==> src/verilog/txwb_pkg.sv <==
package txwb_pkg;

   // Register byte offsets on the plain register port
   localparam logic [3:0] REG_INT_STATUS = 4'h0;
   localparam logic [3:0] REG_INT_MASK = 4'h4;
   localparam logic [3:0] REG_PROC_STATE = 4'h8;
   localparam logic [3:0] REG_MODE = 4'hc;

   // Interrupt status bit positions
   localparam int INT_TX_BIT = 0;
   localparam int INT_JABBER_BIT = 3;
   localparam int INT_UNDERRUN_BIT = 5;
   localparam int INT_W = 6;
   localparam logic [5:0] INT_STATUS_RESET = 6'h00;
   localparam logic [5:0] INT_MASK_RESET = 6'h00;

   // Loopback and port selections
   localparam logic [1:0] LOOP_INTERNAL = 2'h1;
   localparam logic [1:0] PORT_TWISTED = 2'h0;
   localparam logic [1:0] PORT_AUI = 2'h1;
   localparam logic [1:0] PORT_EXTERNAL = 2'h2;

   // Operating mode register layout, low six bits
   typedef struct packed {
      logic start;
      logic sqe_enable;
      logic [1:0] port_mode;
      logic [1:0] loopback;
   } mode_s;
   localparam logic [5:0] MODE_RESET = 6'h00;

   // Transmit status word as written back to descriptor memory
   typedef struct packed {
      logic own;
      logic [14:0] rsvd_hi;
      logic error_summary;
      logic jabber_timeout_flag;
      logic [1:0] rsvd_mid;
      logic carrier_dropped_flag;
      logic no_carrier_flag;
      logic late_collision_flag;
      logic excessive_collision_flag;
      logic heartbeat_failure_flag;
      logic [3:0] collision_tally;
      logic link_failure_flag;
      logic fifo_underrun_flag;
      logic postponed_flag;
   } tx_status_s;

   // Collision limits
   localparam logic [4:0] MAX_COLLISIONS = 5'h10;
   localparam logic [6:0] COLL_WINDOW_BYTES = 7'h40;

   // Heartbeat listening window after an attempt ends
   localparam int CLK_PERIOD_NS = 10;
   localparam int HB_WINDOW_NS = 1000;
   localparam logic [7:0] HB_WINDOW_CYC = 8'(HB_WINDOW_NS / CLK_PERIOD_NS);

   typedef enum logic [1:0] {
      PROC_STOPPED = 2'b00,
      PROC_RUNNING = 2'b01,
      PROC_SUSPENDED = 2'b10
   } proc_e;

   typedef enum logic [1:0] {
      F_IDLE = 2'b00,
      F_SEND = 2'b01,
      F_HEARTBEAT = 2'b10,
      F_WRITEBACK = 2'b11
   } frame_e;

endpackage

==> src/verilog/tx_status_writeback.sv <==
// The register offsets and the address-and-strobe port were left to the implementer.
`timescale 1ns/10ps
// Contract
// - Status word bit 31 set means controller owns descriptor, clear means host.
// - Controller clears the ownership bit when the frame is finished.
// - Bit 15 is the OR of the seven error indications.
// - Jabber expiry sets bit 14 and interrupt bit 3, aborts, stops.
// - Bit 11 reports carrier lost; meaningless in internal loopback.
// - Bit 10 reports carrier absent; meaningless in internal loopback.
// - Collision after 64 bytes aborts and sets bit 9.
// - Sixteen successive collisions abort and set bit 8.
// - Bit 7 set when no heartbeat pulse returns after transmission.
// - Twisted pair with quality check disabled forces bit 7 set.
// - Retry after collision skips heartbeat check, bit 7 stays clear.
// - Bits 6 to 3 count collisions before successful transmission.
// - Bit 2 set when link test failed and frame cannot go out.
// - FIFO empty mid-frame aborts, sets bit 1, suspends, interrupts 5 and 0.
// - Bit 0 set when a ready frame had to wait for carrier.
module tx_status_writeback (
   input wire logic clk, // System clock
   input wire logic sys_rst, // Synchronous reset, active high
   input wire logic [3:0] reg_addr, // Register byte address
   input wire logic [31:0] reg_wdata, // Register write data
   input wire logic reg_wr, // Register write strobe
   input wire logic reg_rd, // Register read strobe
   output logic [31:0] reg_rdata_r, // Read data, cycle after read strobe
   input wire logic frame_start, // Owned first descriptor of a frame fetched
   input wire logic byte_sent, // One byte went onto the wire
   input wire logic collision, // Collision seen during the attempt
   input wire logic attempt_end, // Last byte of the attempt sent
   input wire logic fifo_empty, // Transmit FIFO ran dry mid-frame
   input wire logic jabber_expired, // Jabber timer ran out
   input wire logic defer_seen, // Frame waited for carrier to clear
   input wire logic link_fail, // Link test failed, same clock
   input wire logic carrier_pin, // Transceiver carrier sense, async
   input wire logic heartbeat_pin, // Transceiver collision test pulse, async
   output logic abort_r, // Abort the current transmission, pulse
   output logic retry_r, // Back off and retry after collision, pulse
   output logic desc_wr_r, // Descriptor status write, pulse
   output logic [31:0] desc_word_r, // Status word to write back
   output logic [1:0] proc_state_r, // Transmit process state
   output logic irq_r // Interrupt, level
);

   txwb_pkg::mode_s mode_r;
   logic [5:0] int_r;
   logic [5:0] mask_r;
   txwb_pkg::proc_e proc_r;
   txwb_pkg::frame_e fst_r;
   txwb_pkg::tx_status_s stat_r;
   txwb_pkg::tx_status_s fin;
   logic [4:0] coll_r;
   logic [4:0] coll_nxt;
   logic [6:0] bytes_r;
   logic carr_seen_r;
   logic was_retry_r;
   logic hb_seen_r;
   logic [7:0] hb_cnt_r;
   logic carr_s1_r, carr_s2_r;
   logic hb_s1_r, hb_s2_r, hb_s3_r;
   logic hb_rise;
   logic jab_ev, uf_ev, coll_ev, late_ev, excess_ev;
   logic [5:0] int_set;
   logic wr_mode;

   // Two-flop synchronisers for transceiver pins
   always_ff @(posedge clk) begin
      if (sys_rst) begin
         carr_s1_r <= 1'b0;
         carr_s2_r <= 1'b0;
         hb_s1_r <= 1'b0;
         hb_s2_r <= 1'b0;
         hb_s3_r <= 1'b0;
      end else begin
         carr_s1_r <= carrier_pin;
         carr_s2_r <= carr_s1_r;
         hb_s1_r <= heartbeat_pin;
         hb_s2_r <= hb_s1_r;
         hb_s3_r <= hb_s2_r;
      end
   end

   // Event decode while sending, jabber first, then underrun, then collision
   assign hb_rise = hb_s2_r & ~hb_s3_r;
   assign jab_ev = (fst_r == txwb_pkg::F_SEND) && jabber_expired;
   assign uf_ev = (fst_r == txwb_pkg::F_SEND) && fifo_empty && !jabber_expired;
   assign coll_ev = (fst_r == txwb_pkg::F_SEND) && collision && !jabber_expired && !fifo_empty;
   assign late_ev = coll_ev && (bytes_r == txwb_pkg::COLL_WINDOW_BYTES);
   assign coll_nxt = coll_r + 5'h01;
   assign excess_ev = coll_ev && !late_ev && (coll_nxt == txwb_pkg::MAX_COLLISIONS);
   assign wr_mode = reg_wr && (reg_addr == txwb_pkg::REG_MODE);

   // Final status word: ownership handed back, summary and loopback masking
   always_comb begin
      fin = stat_r;
      fin.own = 1'b0;
      fin.rsvd_hi = 15'h0000;
      fin.rsvd_mid = 2'h0;
      if (mode_r.loopback == txwb_pkg::LOOP_INTERNAL) begin
         fin.carrier_dropped_flag = 1'b0;
         fin.no_carrier_flag = 1'b0;
      end
      fin.error_summary = fin.fifo_underrun_flag | fin.link_failure_flag
         | fin.excessive_collision_flag | fin.late_collision_flag
         | fin.no_carrier_flag | fin.carrier_dropped_flag
         | fin.jabber_timeout_flag;
   end

   // Frame sequencing and status accumulation
   always_ff @(posedge clk) begin
      if (sys_rst) begin
         fst_r <= txwb_pkg::F_IDLE;
         stat_r <= '0;
         coll_r <= 5'h00;
         bytes_r <= 7'h00;
         carr_seen_r <= 1'b0;
         was_retry_r <= 1'b0;
         hb_seen_r <= 1'b0;
         hb_cnt_r <= 8'h00;
      end else begin
         case (fst_r)
            txwb_pkg::F_IDLE: begin
               if (frame_start && proc_r == txwb_pkg::PROC_RUNNING) begin
                  stat_r <= '0;
                  stat_r.own <= 1'b1;
                  coll_r <= 5'h00;
                  bytes_r <= 7'h00;
                  carr_seen_r <= 1'b0;
                  was_retry_r <= 1'b0;
                  if (link_fail && mode_r.port_mode == txwb_pkg::PORT_TWISTED) begin
                     stat_r.link_failure_flag <= 1'b1;
                     fst_r <= txwb_pkg::F_WRITEBACK;
                  end else begin
                     fst_r <= txwb_pkg::F_SEND;
                  end
               end
            end
            txwb_pkg::F_SEND: begin
               if (defer_seen) begin
                  stat_r.postponed_flag <= 1'b1;
               end
               if (jab_ev) begin
                  stat_r.jabber_timeout_flag <= 1'b1;
                  fst_r <= txwb_pkg::F_WRITEBACK;
               end else if (uf_ev) begin
                  stat_r.fifo_underrun_flag <= 1'b1;
                  fst_r <= txwb_pkg::F_WRITEBACK;
               end else if (late_ev) begin
                  stat_r.late_collision_flag <= 1'b1;
                  fst_r <= txwb_pkg::F_WRITEBACK;
               end else if (excess_ev) begin
                  stat_r.excessive_collision_flag <= 1'b1;
                  stat_r.collision_tally <= coll_nxt[3:0];
                  fst_r <= txwb_pkg::F_WRITEBACK;
               end else if (coll_ev) begin
                  coll_r <= coll_nxt;
                  was_retry_r <= 1'b1;
                  bytes_r <= 7'h00;
                  carr_seen_r <= 1'b0;
               end else if (attempt_end) begin
                  stat_r.no_carrier_flag <= ~carr_seen_r & ~carr_s2_r;
                  hb_cnt_r <= txwb_pkg::HB_WINDOW_CYC;
                  hb_seen_r <= hb_rise;
                  fst_r <= txwb_pkg::F_HEARTBEAT;
               end else if (byte_sent) begin
                  if (bytes_r != txwb_pkg::COLL_WINDOW_BYTES) begin
                     bytes_r <= bytes_r + 7'h01;
                  end
                  if (carr_s2_r) begin
                     carr_seen_r <= 1'b1;
                  end else if (carr_seen_r) begin
                     stat_r.carrier_dropped_flag <= 1'b1;
                  end
               end
            end
            txwb_pkg::F_HEARTBEAT: begin
               if (hb_rise) begin
                  hb_seen_r <= 1'b1;
               end
               hb_cnt_r <= hb_cnt_r - 8'h01;
               if (hb_cnt_r <= 8'h01) begin
                  stat_r.collision_tally <= coll_r[3:0];
                  if (was_retry_r) begin
                     stat_r.heartbeat_failure_flag <= 1'b0;
                  end else if (mode_r.port_mode == txwb_pkg::PORT_TWISTED
                               && !mode_r.sqe_enable) begin
                     stat_r.heartbeat_failure_flag <= 1'b1;
                  end else begin
                     stat_r.heartbeat_failure_flag <= ~(hb_seen_r | hb_rise);
                  end
                  fst_r <= txwb_pkg::F_WRITEBACK;
               end
            end
            txwb_pkg::F_WRITEBACK: begin
               stat_r.own <= 1'b0;
               fst_r <= txwb_pkg::F_IDLE;
            end
            default: begin
               fst_r <= txwb_pkg::F_IDLE;
            end
         endcase
      end
   end

   // Commands to the transmit engine
   always_ff @(posedge clk) begin
      if (sys_rst) begin
         abort_r <= 1'b0;
         retry_r <= 1'b0;
      end else begin
         abort_r <= jab_ev | uf_ev | late_ev | excess_ev;
         retry_r <= coll_ev & ~late_ev & ~excess_ev;
      end
   end

   // Single write of complete status with ownership returned
   always_ff @(posedge clk) begin
      if (sys_rst) begin
         desc_wr_r <= 1'b0;
         desc_word_r <= 32'h00000000;
      end else begin
         desc_wr_r <= (fst_r == txwb_pkg::F_WRITEBACK);
         if (fst_r == txwb_pkg::F_WRITEBACK) begin
            desc_word_r <= fin;
         end
      end
   end

   // Transmit process state; hardware events win over software writes
   always_ff @(posedge clk) begin
      if (sys_rst) begin
         proc_r <= txwb_pkg::PROC_STOPPED;
      end else if (jab_ev) begin
         proc_r <= txwb_pkg::PROC_STOPPED;
      end else if (uf_ev) begin
         proc_r <= txwb_pkg::PROC_SUSPENDED;
      end else if (wr_mode) begin
         proc_r <= reg_wdata[5] ? txwb_pkg::PROC_RUNNING : txwb_pkg::PROC_STOPPED;
      end
   end

   // Mode and mask registers
   always_ff @(posedge clk) begin
      if (sys_rst) begin
         mode_r <= txwb_pkg::MODE_RESET;
         mask_r <= txwb_pkg::INT_MASK_RESET;
      end else begin
         if (wr_mode) begin
            mode_r <= reg_wdata[5:0];
         end
         if (reg_wr && reg_addr == txwb_pkg::REG_INT_MASK) begin
            mask_r <= reg_wdata[5:0];
         end
      end
   end

   // Sticky interrupt status, cleared by read, a new event wins over the clear
   always_comb begin
      int_set = 6'h00;
      int_set[txwb_pkg::INT_JABBER_BIT] = jab_ev;
      int_set[txwb_pkg::INT_UNDERRUN_BIT] = uf_ev;
      int_set[txwb_pkg::INT_TX_BIT] = (fst_r == txwb_pkg::F_WRITEBACK);
   end

   always_ff @(posedge clk) begin
      if (sys_rst) begin
         int_r <= txwb_pkg::INT_STATUS_RESET;
      end else if (reg_rd && reg_addr == txwb_pkg::REG_INT_STATUS) begin
         int_r <= int_set;
      end else begin
         int_r <= int_r | int_set;
      end
   end

   // Interrupt output and process state output
   always_ff @(posedge clk) begin
      if (sys_rst) begin
         irq_r <= 1'b0;
         proc_state_r <= txwb_pkg::PROC_STOPPED;
      end else begin
         irq_r <= |(int_r & mask_r);
         proc_state_r <= proc_r;
      end
   end

   // Read data, zero for unmapped addresses
   always_ff @(posedge clk) begin
      if (sys_rst) begin
         reg_rdata_r <= 32'h00000000;
      end else if (reg_rd) begin
         case (reg_addr)
            txwb_pkg::REG_INT_STATUS: reg_rdata_r <= {26'h0000000, int_r};
            txwb_pkg::REG_INT_MASK: reg_rdata_r <= {26'h0000000, mask_r};
            txwb_pkg::REG_PROC_STATE: reg_rdata_r <= {30'h00000000, proc_r};
            txwb_pkg::REG_MODE: reg_rdata_r <= {26'h0000000, mode_r};
            default: reg_rdata_r <= 32'h00000000;
         endcase
      end else begin
         reg_rdata_r <= 32'h00000000;
      end
   end

   // Checks
   a_own_returned: assert property (@(posedge clk) disable iff (sys_rst)
      (fst_r == txwb_pkg::F_SEND && attempt_end && !jabber_expired && !fifo_empty
       && !collision) |-> ##[1:300] (desc_wr_r && !desc_word_r[31]))
      else $error("ownership not returned after attempt end");
   a_summary_or: assert property (@(posedge clk) disable iff (sys_rst)
      desc_wr_r |-> (desc_word_r[15] == (|{desc_word_r[14], desc_word_r[11:8],
                                          desc_word_r[2:1]})))
      else $error("error summary mismatch");
   a_jabber_stop: assert property (@(posedge clk) disable iff (sys_rst)
      jab_ev |=> (proc_r == txwb_pkg::PROC_STOPPED && int_r[txwb_pkg::INT_JABBER_BIT]
                  && abort_r) ##1 (desc_wr_r && desc_word_r[14]))
      else $error("jabber handling wrong");
   a_underrun_suspend: assert property (@(posedge clk) disable iff (sys_rst)
      uf_ev |=> (proc_r == txwb_pkg::PROC_SUSPENDED && int_r[txwb_pkg::INT_UNDERRUN_BIT])
                ##1 (desc_wr_r && desc_word_r[1] && int_r[txwb_pkg::INT_TX_BIT]))
      else $error("underrun handling wrong");
   a_late_abort: assert property (@(posedge clk) disable iff (sys_rst)
      late_ev |=> abort_r ##1 (desc_wr_r && desc_word_r[9]))
      else $error("late collision not reported");
   a_excess_abort: assert property (@(posedge clk) disable iff (sys_rst)
      (coll_ev && coll_r == 5'h0f && bytes_r != txwb_pkg::COLL_WINDOW_BYTES)
      |=> abort_r ##1 (desc_wr_r && desc_word_r[8]))
      else $error("sixteenth collision not reported");
   a_retry_no_hb: assert property (@(posedge clk) disable iff (sys_rst)
      (desc_wr_r && was_retry_r) |-> !desc_word_r[7])
      else $error("heartbeat failure on retried frame");
   a_sqe_forced: assert property (@(posedge clk) disable iff (sys_rst)
      (fst_r == txwb_pkg::F_HEARTBEAT && hb_cnt_r == 8'h01 && !was_retry_r
       && mode_r.port_mode == txwb_pkg::PORT_TWISTED && !mode_r.sqe_enable)
      |-> ##2 (desc_wr_r && desc_word_r[7]))
      else $error("heartbeat failure not forced");
   a_loop_masks: assert property (@(posedge clk) disable iff (sys_rst)
      (desc_wr_r && $past(mode_r.loopback) == txwb_pkg::LOOP_INTERNAL)
      |-> (desc_word_r[11:10] == 2'h0))
      else $error("carrier flags set in internal loopback");
   a_tally_count: assert property (@(posedge clk) disable iff (sys_rst)
      (fst_r == txwb_pkg::F_HEARTBEAT && hb_cnt_r == 8'h01)
      |-> ##2 (desc_word_r[6:3] == $past(coll_r[3:0], 2)))
      else $error("collision tally wrong");

   c_clean_frame: cover property (@(posedge clk) desc_wr_r && !desc_word_r[15]);
   c_retry_frame: cover property (@(posedge clk) desc_wr_r && desc_word_r[6:3] != 4'h0);
   c_underrun: cover property (@(posedge clk) uf_ev);
   c_jabber: cover property (@(posedge clk) jab_ev);

endmodule

==> config.mk <==
export PLATFORM = sky130hd
export DESIGN_NAME = tx_status_writeback
export DESIGN_NICKNAME = d
export VERILOG_FILES = /design/src/verilog/txwb_pkg.sv /design/src/verilog/tx_status_writeback.sv
export SDC_FILE = /design/constraint.sdc
export NUM_CORES = 1
export LEC_CHECK = 0
export ABC_AREA = 1
export BUFFER_PORTS_ARGS = -buffer_cell sky130_fd_sc_hd__buf_2
export CORE_UTILIZATION = 35
export DETAILED_ROUTE_END_ITERATION = 8
export HOLD_SLACK_MARGIN = 0.12
export PLACE_DENSITY = 0.65
export SKIP_LAST_GASP = 1
export SLEW_MARGIN = 20
export SYNTH_ARGS = -nofsm -noshare
export SYNTH_HDL_FRONTEND = slang
export SYNTH_SLANG_ARGS = --single-unit
export TNS_END_PERCENT = 5
==> constraint.sdc <==
create_clock -name clk -period 1.7 [get_ports clk]
set_input_delay 0.085 -clock clk [delete_from_list [all_inputs] [get_ports clk]]
set_output_delay 0.085 -clock clk [all_outputs]
set_load 0.005 [all_outputs]
After elaboration in Yosys (flattened, before gate mapping)
Cells that the tools add are included.

cells by class
  add/subtract/negate cells = 3
  $lt $le $gt $ge = 1
  equal/unequal tests = 36
  multiplexer cells = 95
  bitwise operators = 23
  reductions and logical operators = 48

operators by type and width
  cell                                        count
  7-bit 2-to-1 mux                            9
  8-bit 2-to-1 mux                            6
  2-bit != test, second input constant        19
  1-bit 2-to-1 mux                            37
  5-bit 2-to-1 mux                            7
  2-bit 2-to-1 mux                            15
  4-bit 2-to-1 mux                            6
  6-bit one-hot mux with 4 select lines       1
  7-bit AND reduction                         3
  9-bit AND reduction                         2
  8-bit one-hot mux with 2 select lines       1
  8-bit AND reduction                         2
  1-bit logical AND                           15
  15-bit 2-to-1 mux                           1
  7-bit one-hot mux with 2 select lines       1
  6-bit != test, second input constant        2
  4-bit one-hot mux with 3 select lines       1
  11-bit AND reduction                        1
  1-bit OR                                    10
  1-bit one-hot mux with 2 select lines       5
  5-bit one-hot mux with 2 select lines       1
  3-bit != test, second input constant        3
  3-bit AND reduction                         3
  4-bit equality test, second input constant  2
  31 further kinds                            53

word-level totals
  flip-flop bits (word level) = 115
  bits of input ports = 50
  output and inout bits = 70
  word-level logic and storage cells = 244

Logic depth before layout (Yosys ltp)
  depth in word-level cells = 13
  gate-level depth with buffers = 13
  depth with buffers taken out = 13

Least setup slack after synthesis
Ideal clock, no wire load.

  path kind = register -> register
  start = register fst_r[1]
  end = register coll_r[1]
  library setup time = 0.128 ns
  arrival time = 1.584 ns
  required time = 1.572 ns
  setup slack = -0.011 ns
  stages on the path, launching flop included = 12
  path buffers = 0
  period minus slack after synthesis = 1.711 ns
  cells stage by stage = dfxtp_1 > inv_1 > ha_1 > nand2_2 > nor2_4 > inv_2 > nor2_2 > nand3_4 > nand2_2 > nor2_2 > a22oi_1 > nor2_1

on the way
  word-level cells in the longest chain between the ends = 10
  elaborated cells between the ends (all ways) = 21

RTL lines
  what                                            RTL line                    text
  start, declared                                 tx_status_writeback.sv:49   txwb_pkg::frame_e fst_r;
  start signal, assigned                          tx_status_writeback.sv:112  fst_r <= txwb_pkg::F_IDLE;
  start signal, assigned                          tx_status_writeback.sv:132  fst_r <= txwb_pkg::F_WRITEBACK;
  start signal, assigned                          tx_status_writeback.sv:134  fst_r <= txwb_pkg::F_SEND;
  2-bit by 1-bit equality test with 1-bit output  -
  1-bit logical AND (3 in a row)                  tx_status_writeback.sv:87   assign coll_ev = (fst_r == txwb_pkg::F_SEND) && collision && !jabber_expired && !fifo_empty;
  1-bit logical AND                               tx_status_writeback.sv:88   assign late_ev = coll_ev && (bytes_r == txwb_pkg::COLL_WINDOW_BYTES);
  1-bit logical NOT                               tx_status_writeback.sv:90   assign excess_ev = coll_ev && !late_ev && (coll_nxt == txwb_pkg::MAX_COLLISIONS);
  1-bit logical AND (2 in a row)                  tx_status_writeback.sv:90
  2-bit != test (no line)                         -
  7-bit AND reduction (no line)                   -
  end signal, assigned                            tx_status_writeback.sv:156  coll_r <= coll_nxt;
  end, declared                                   tx_status_writeback.sv:52   logic [4:0] coll_r;

Parallel ways exist; a longest one is shown, timed or not.
A chain may end at the register's enable or synchronous reset.

Worst setup path in the final report
  start = input jabber_expired
  end = register bytes_r[1]

on the way
  word-level cells in the longest chain between the ends = 9
  elaborated cells between the ends (all ways) = 23

RTL lines
  what                                                                          RTL line                                               text
  start, declared                                                               tx_status_writeback.sv:32                              input wire logic jabber_expired,
  1-bit logical NOT                                                             tx_status_writeback.sv:86, tx_status_writeback.sv:87
  1-bit logical AND (2 in a row)                                                tx_status_writeback.sv:87
  7-bit 2-to-1 mux or 1-bit logical AND (tied branches)                         tx_status_writeback.sv:155, tx_status_writeback.sv:88
  7-bit 2-to-1 mux or 1-bit logical NOT (tied branches)                         tx_status_writeback.sv:151, tx_status_writeback.sv:90
  7-bit 2-to-1 mux or 1-bit logical AND (tied branches)                         tx_status_writeback.sv:148, tx_status_writeback.sv:90
  7-bit 2-to-1 mux or 1-bit logical AND (tied branches)                         tx_status_writeback.sv:145, tx_status_writeback.sv:90
  7-bit 2-to-1 mux or 2-bit != test (tied branches)                             -
  7-bit one-hot mux with 2 select lines or 9-bit AND reduction (tied branches)  -
  end signal, assigned                                                          tx_status_writeback.sv:167                             bytes_r <= bytes_r + 7'h01;
  end, declared                                                                 tx_status_writeback.sv:54                              logic [6:0] bytes_r;

Parallel ways exist; a longest one is shown, timed or not. The select of a mux whose other input is x is not followed.

==> results.tsv <==
metric	value	unit
most frequent standard cell in the layout excluding fill and tap cells	sky130_fd_sc_hd__nand2_1	
via count of the first global-routing pass	3792	
Std-Cell Core Area	0.0121	mm²
largest driver fanout on the critical path	8	
final-report setup violation count	0	
top-level I/O count	120	
share of the yosys chip area belonging to registers	0.394	
syn avg cell area	7.47	µm²
endpoint type of the worst setup path	register	
Num CTS Buffers	9	
minimum clock period	1700	ps
Cell variety after synth	47	
total of flip-flops plus latches after synthesis	86	
maximum frequency from static timing analysis	0.589	GHz
internal power	5.27	mW
Die Width	114	µm
hold violation count in the final report	0	
total detailed-routing wirelength	10600	µm
type of the worst setup path	in -> reg	
switching fraction of total power	0.376	
Synth-to-Final Area Change	27.2	%
number of placement rows	40	
routed via count	4003	
Hold Worst Slack	177	ps
vertical die dimension	114	µm
relative max-transition margin	0.629	
estimated wirelength of the detail-placed design	7720	µm
H-tree levels	3	
1st-iter DRT viols	290	
number of pins with negative max-slew slack in the final report	0	
unrepaired setup endpoints after global routing	true	
antenna-violating nets left	0	
Leak Pwr	2.46	nW
number of fill cells	1225	
area post-placement	0.00489	mm²
routed len/inst	12.3	µm
area of the die	0.0129	mm²
Clk Latency, worst-skew pair	340	ps
final core utilization	0.459	
share of total power in the clock network	0.261	
placer's final routability congestion estimate	0.842	
count of nets after finishing	750	
number of antenna violations at the first check in global routing	0	
most frequent cells in the layout	sky130_fd_sc_hd__nand2_1, sky130_fd_sc_hd__dfxtp_1, sky130_fd_sc_hd__inv_1	
ratio of cells with drive above 1 in the final layout	0.240	
class of the most critical hold timing path	in -> reg	
ys async rst share	0	
synthesized cell area	0.00437	mm²
count of input and output buffers	49	
status	finished clean	
power spent charging and discharging nets	3.18	mW
GRT Overall Usage	0.170	
count of clock tree sinks	86	
largest net degree at the start of global routing	39	
Max Root-Sink Buffers	2	
proportion of power drawn by combinational gates	0.438	
CTS root buffer	sky130_fd_sc_hd__clkbuf_16	
Top FF cell, synth	sky130_fd_sc_hd__dfxtp_1	
number of design rule violations left after detail routing	0	
number of flops mapped to enable cells by yosys	0	
Crit path arrival time	1900	ps
worst clock skew	4.73	ps
critical path startpoint category	primary input	
gate count of the mapped netlist	585	
number of max-cap violations	0	
global-route wire length before repair	17300	µm
DRT Pass-1 Iters	5	
CTS tree	yes	
Design Area, Final	0.00556	mm²
Setup Total Neg Slack	0	ps
Via-to-Cell Ratio	4.65	
CP Data Required Time	1900	ps
worst supply voltage drop on vdd	0.692	mV
transition time at the pin with the least slew margin	556	ps
warnings from Yosys	0	
Initial Util	0.361	
clock transition at the registers of the reported paths	60	ps
final worst path period share	0.999	
Reg power frac	0.300	
number of diodes	0	
total congestion overflow after global routing	0	
Pwr per Cell Area	1520	mW/mm²
-- path summary, 6_finish.rpt --
| kind | from | end | slack, ps | cells past startpoint |
|---|---|---|---|---|
| worst max-delay path | jabber_expired | bytes_r[1]$_SDFFE_PP0P_ | 2 | 12 |
| worst min-delay path | attempt_end | carr_seen_r$_SDFFE_PP0P_ | 180 | 4 |
| worst max register to register | fst_r[1]$_SDFFE_PP0P_ | bytes_r[1]$_SDFFE_PP0P_ | 20 | 11 |
| worst min register to register | carr_s1_r$_SDFF_PP0_ | carr_s2_r$_SDFF_PP0_ | 410 | 2 |
-- registers in the layout, summed over array words and instances, names as in the netlist, 3 cells and up --
| name | flops |
|---|---|
| desc_word_r | 14 |
| fin | 11 |
| hb_cnt_r | 8 |
| bytes_r | 7 |
| mask_r | 6 |
| mode_r | 6 |
| reg_rdata_r | 6 |
| coll_r | 5 |
| int_r | 3 |
-- through the flow --
stage               setup slack (ps)  total power, mW  cells
global route                   -80.3             9.02    861
floorplan                       3.24             4.76    628
finish                          2.00             8.45    861
CTS                            -52.6             8.17    860
detailed placement             -65.1             5.81    827
global placement               -15.2             5.70    827
-- synthesized netlist by cell type, types with 4 or more instances --
| cell type | count | area (µm²) |
|---|---|---|
| sky130_fd_sc_hd__ha_1 | 12 | 150 |
| sky130_fd_sc_hd__o21ai_0 | 35 | 175 |
| sky130_fd_sc_hd__nand3_1 | 34 | 170 |
| sky130_fd_sc_hd__nor2_2 | 5 | 31.3 |
| sky130_fd_sc_hd__nor4_1 | 4 | 25.0 |
| sky130_fd_sc_hd__inv_2 | 6 | 22.5 |
| sky130_fd_sc_hd__o21ai_1 | 4 | 20.0 |
| sky130_fd_sc_hd__buf_4 | 46 | 345 |
| sky130_fd_sc_hd__inv_1 | 65 | 244 |
| sky130_fd_sc_hd__nand2_2 | 9 | 56.3 |
| sky130_fd_sc_hd__nor3_1 | 5 | 25.0 |
| sky130_fd_sc_hd__clkbuf_1 | 8 | 30.0 |
| sky130_fd_sc_hd__dfxtp_1 | 86 | 1720 |
| sky130_fd_sc_hd__a31oi_1 | 4 | 25.0 |
| sky130_fd_sc_hd__a21oi_1 | 54 | 270 |
| sky130_fd_sc_hd__nand4_1 | 11 | 68.8 |
| sky130_fd_sc_hd__nor2_1 | 64 | 240 |
| sky130_fd_sc_hd__nand2_1 | 89 | 334 |
-- repair_timing --
item / CTS / global route
cloned: 0 / 1
setup buffers: 1 / 0
hold endpoints to repair: 23 / 0
gates resized for setup: 8 / 33
pin swaps: 1 / 9
hold buffers: 16 / 0
endpoints found under the setup margin: 29 / 36
-- per-layer routing --
layer  part of all wire  GRT usage  up-vias
li1                   -          -     2021
met1               0.45      0.205     1847
met2               0.49      0.301      118
met3              0.041     0.0319       17
met4              0.018     0.0640        0
met5                  0          0        -
-- area by class of cell --
cell class,instances,area (µm²),area share
tap,168,210,0.0378
timing repair inverter,1,5.00,0.000900
clock buffer,12,267,0.0479
sequential,86,1730,0.311
multi-input combinational,411,2260,0.407
inverter,72,280,0.0504
clock inverter,4,77.6,0.0140
timing repair buffer,107,728,0.131
-- critical path, cell delays in order --
cell,delay (ps)
sky130_fd_sc_hd__dlygate4sd3_1,540
sky130_fd_sc_hd__buf_2,150
sky130_fd_sc_hd__inv_1,90
sky130_fd_sc_hd__nand2_4,90
sky130_fd_sc_hd__nor2_4,50
sky130_fd_sc_hd__buf_6,130
sky130_fd_sc_hd__nand2_4,80
sky130_fd_sc_hd__nand2_8,70
sky130_fd_sc_hd__nor2_8,170
sky130_fd_sc_hd__nand4_4,190
sky130_fd_sc_hd__o21ai_2,180
sky130_fd_sc_hd__nor2_1,50
-- cell families (layout without fill, tap and decap cells) --
| kind of cell | Yosys count | in the layout | synth area share |
|---|---|---|---|
| other cells | 1 | 44 | 0.000858 |
| xor+xnor | 4 | 4 | 0.00802 |
| buf+inv | 131 | 196 | 0.155 |
| flops | 86 | 86 | 0.394 |
| simple gates | 237 | 237 | 0.263 |
| fa+ha+maj | 12 | 12 | 0.0344 |
| compound gates | 114 | 114 | 0.145 |
-- power by group through the flow --
stage	registers (mW)	logic (mW)	clock network (mW)
final	2.54	3.71	2.21
after detailed placement	2.56	3.25	0
after CTS	2.51	3.39	2.26
after global routing	2.57	4.11	2.34
after floorplan	2.52	2.24	0
after global placement	2.54	3.16	0
No activity file was read; power rests on OpenSTA's default activity.
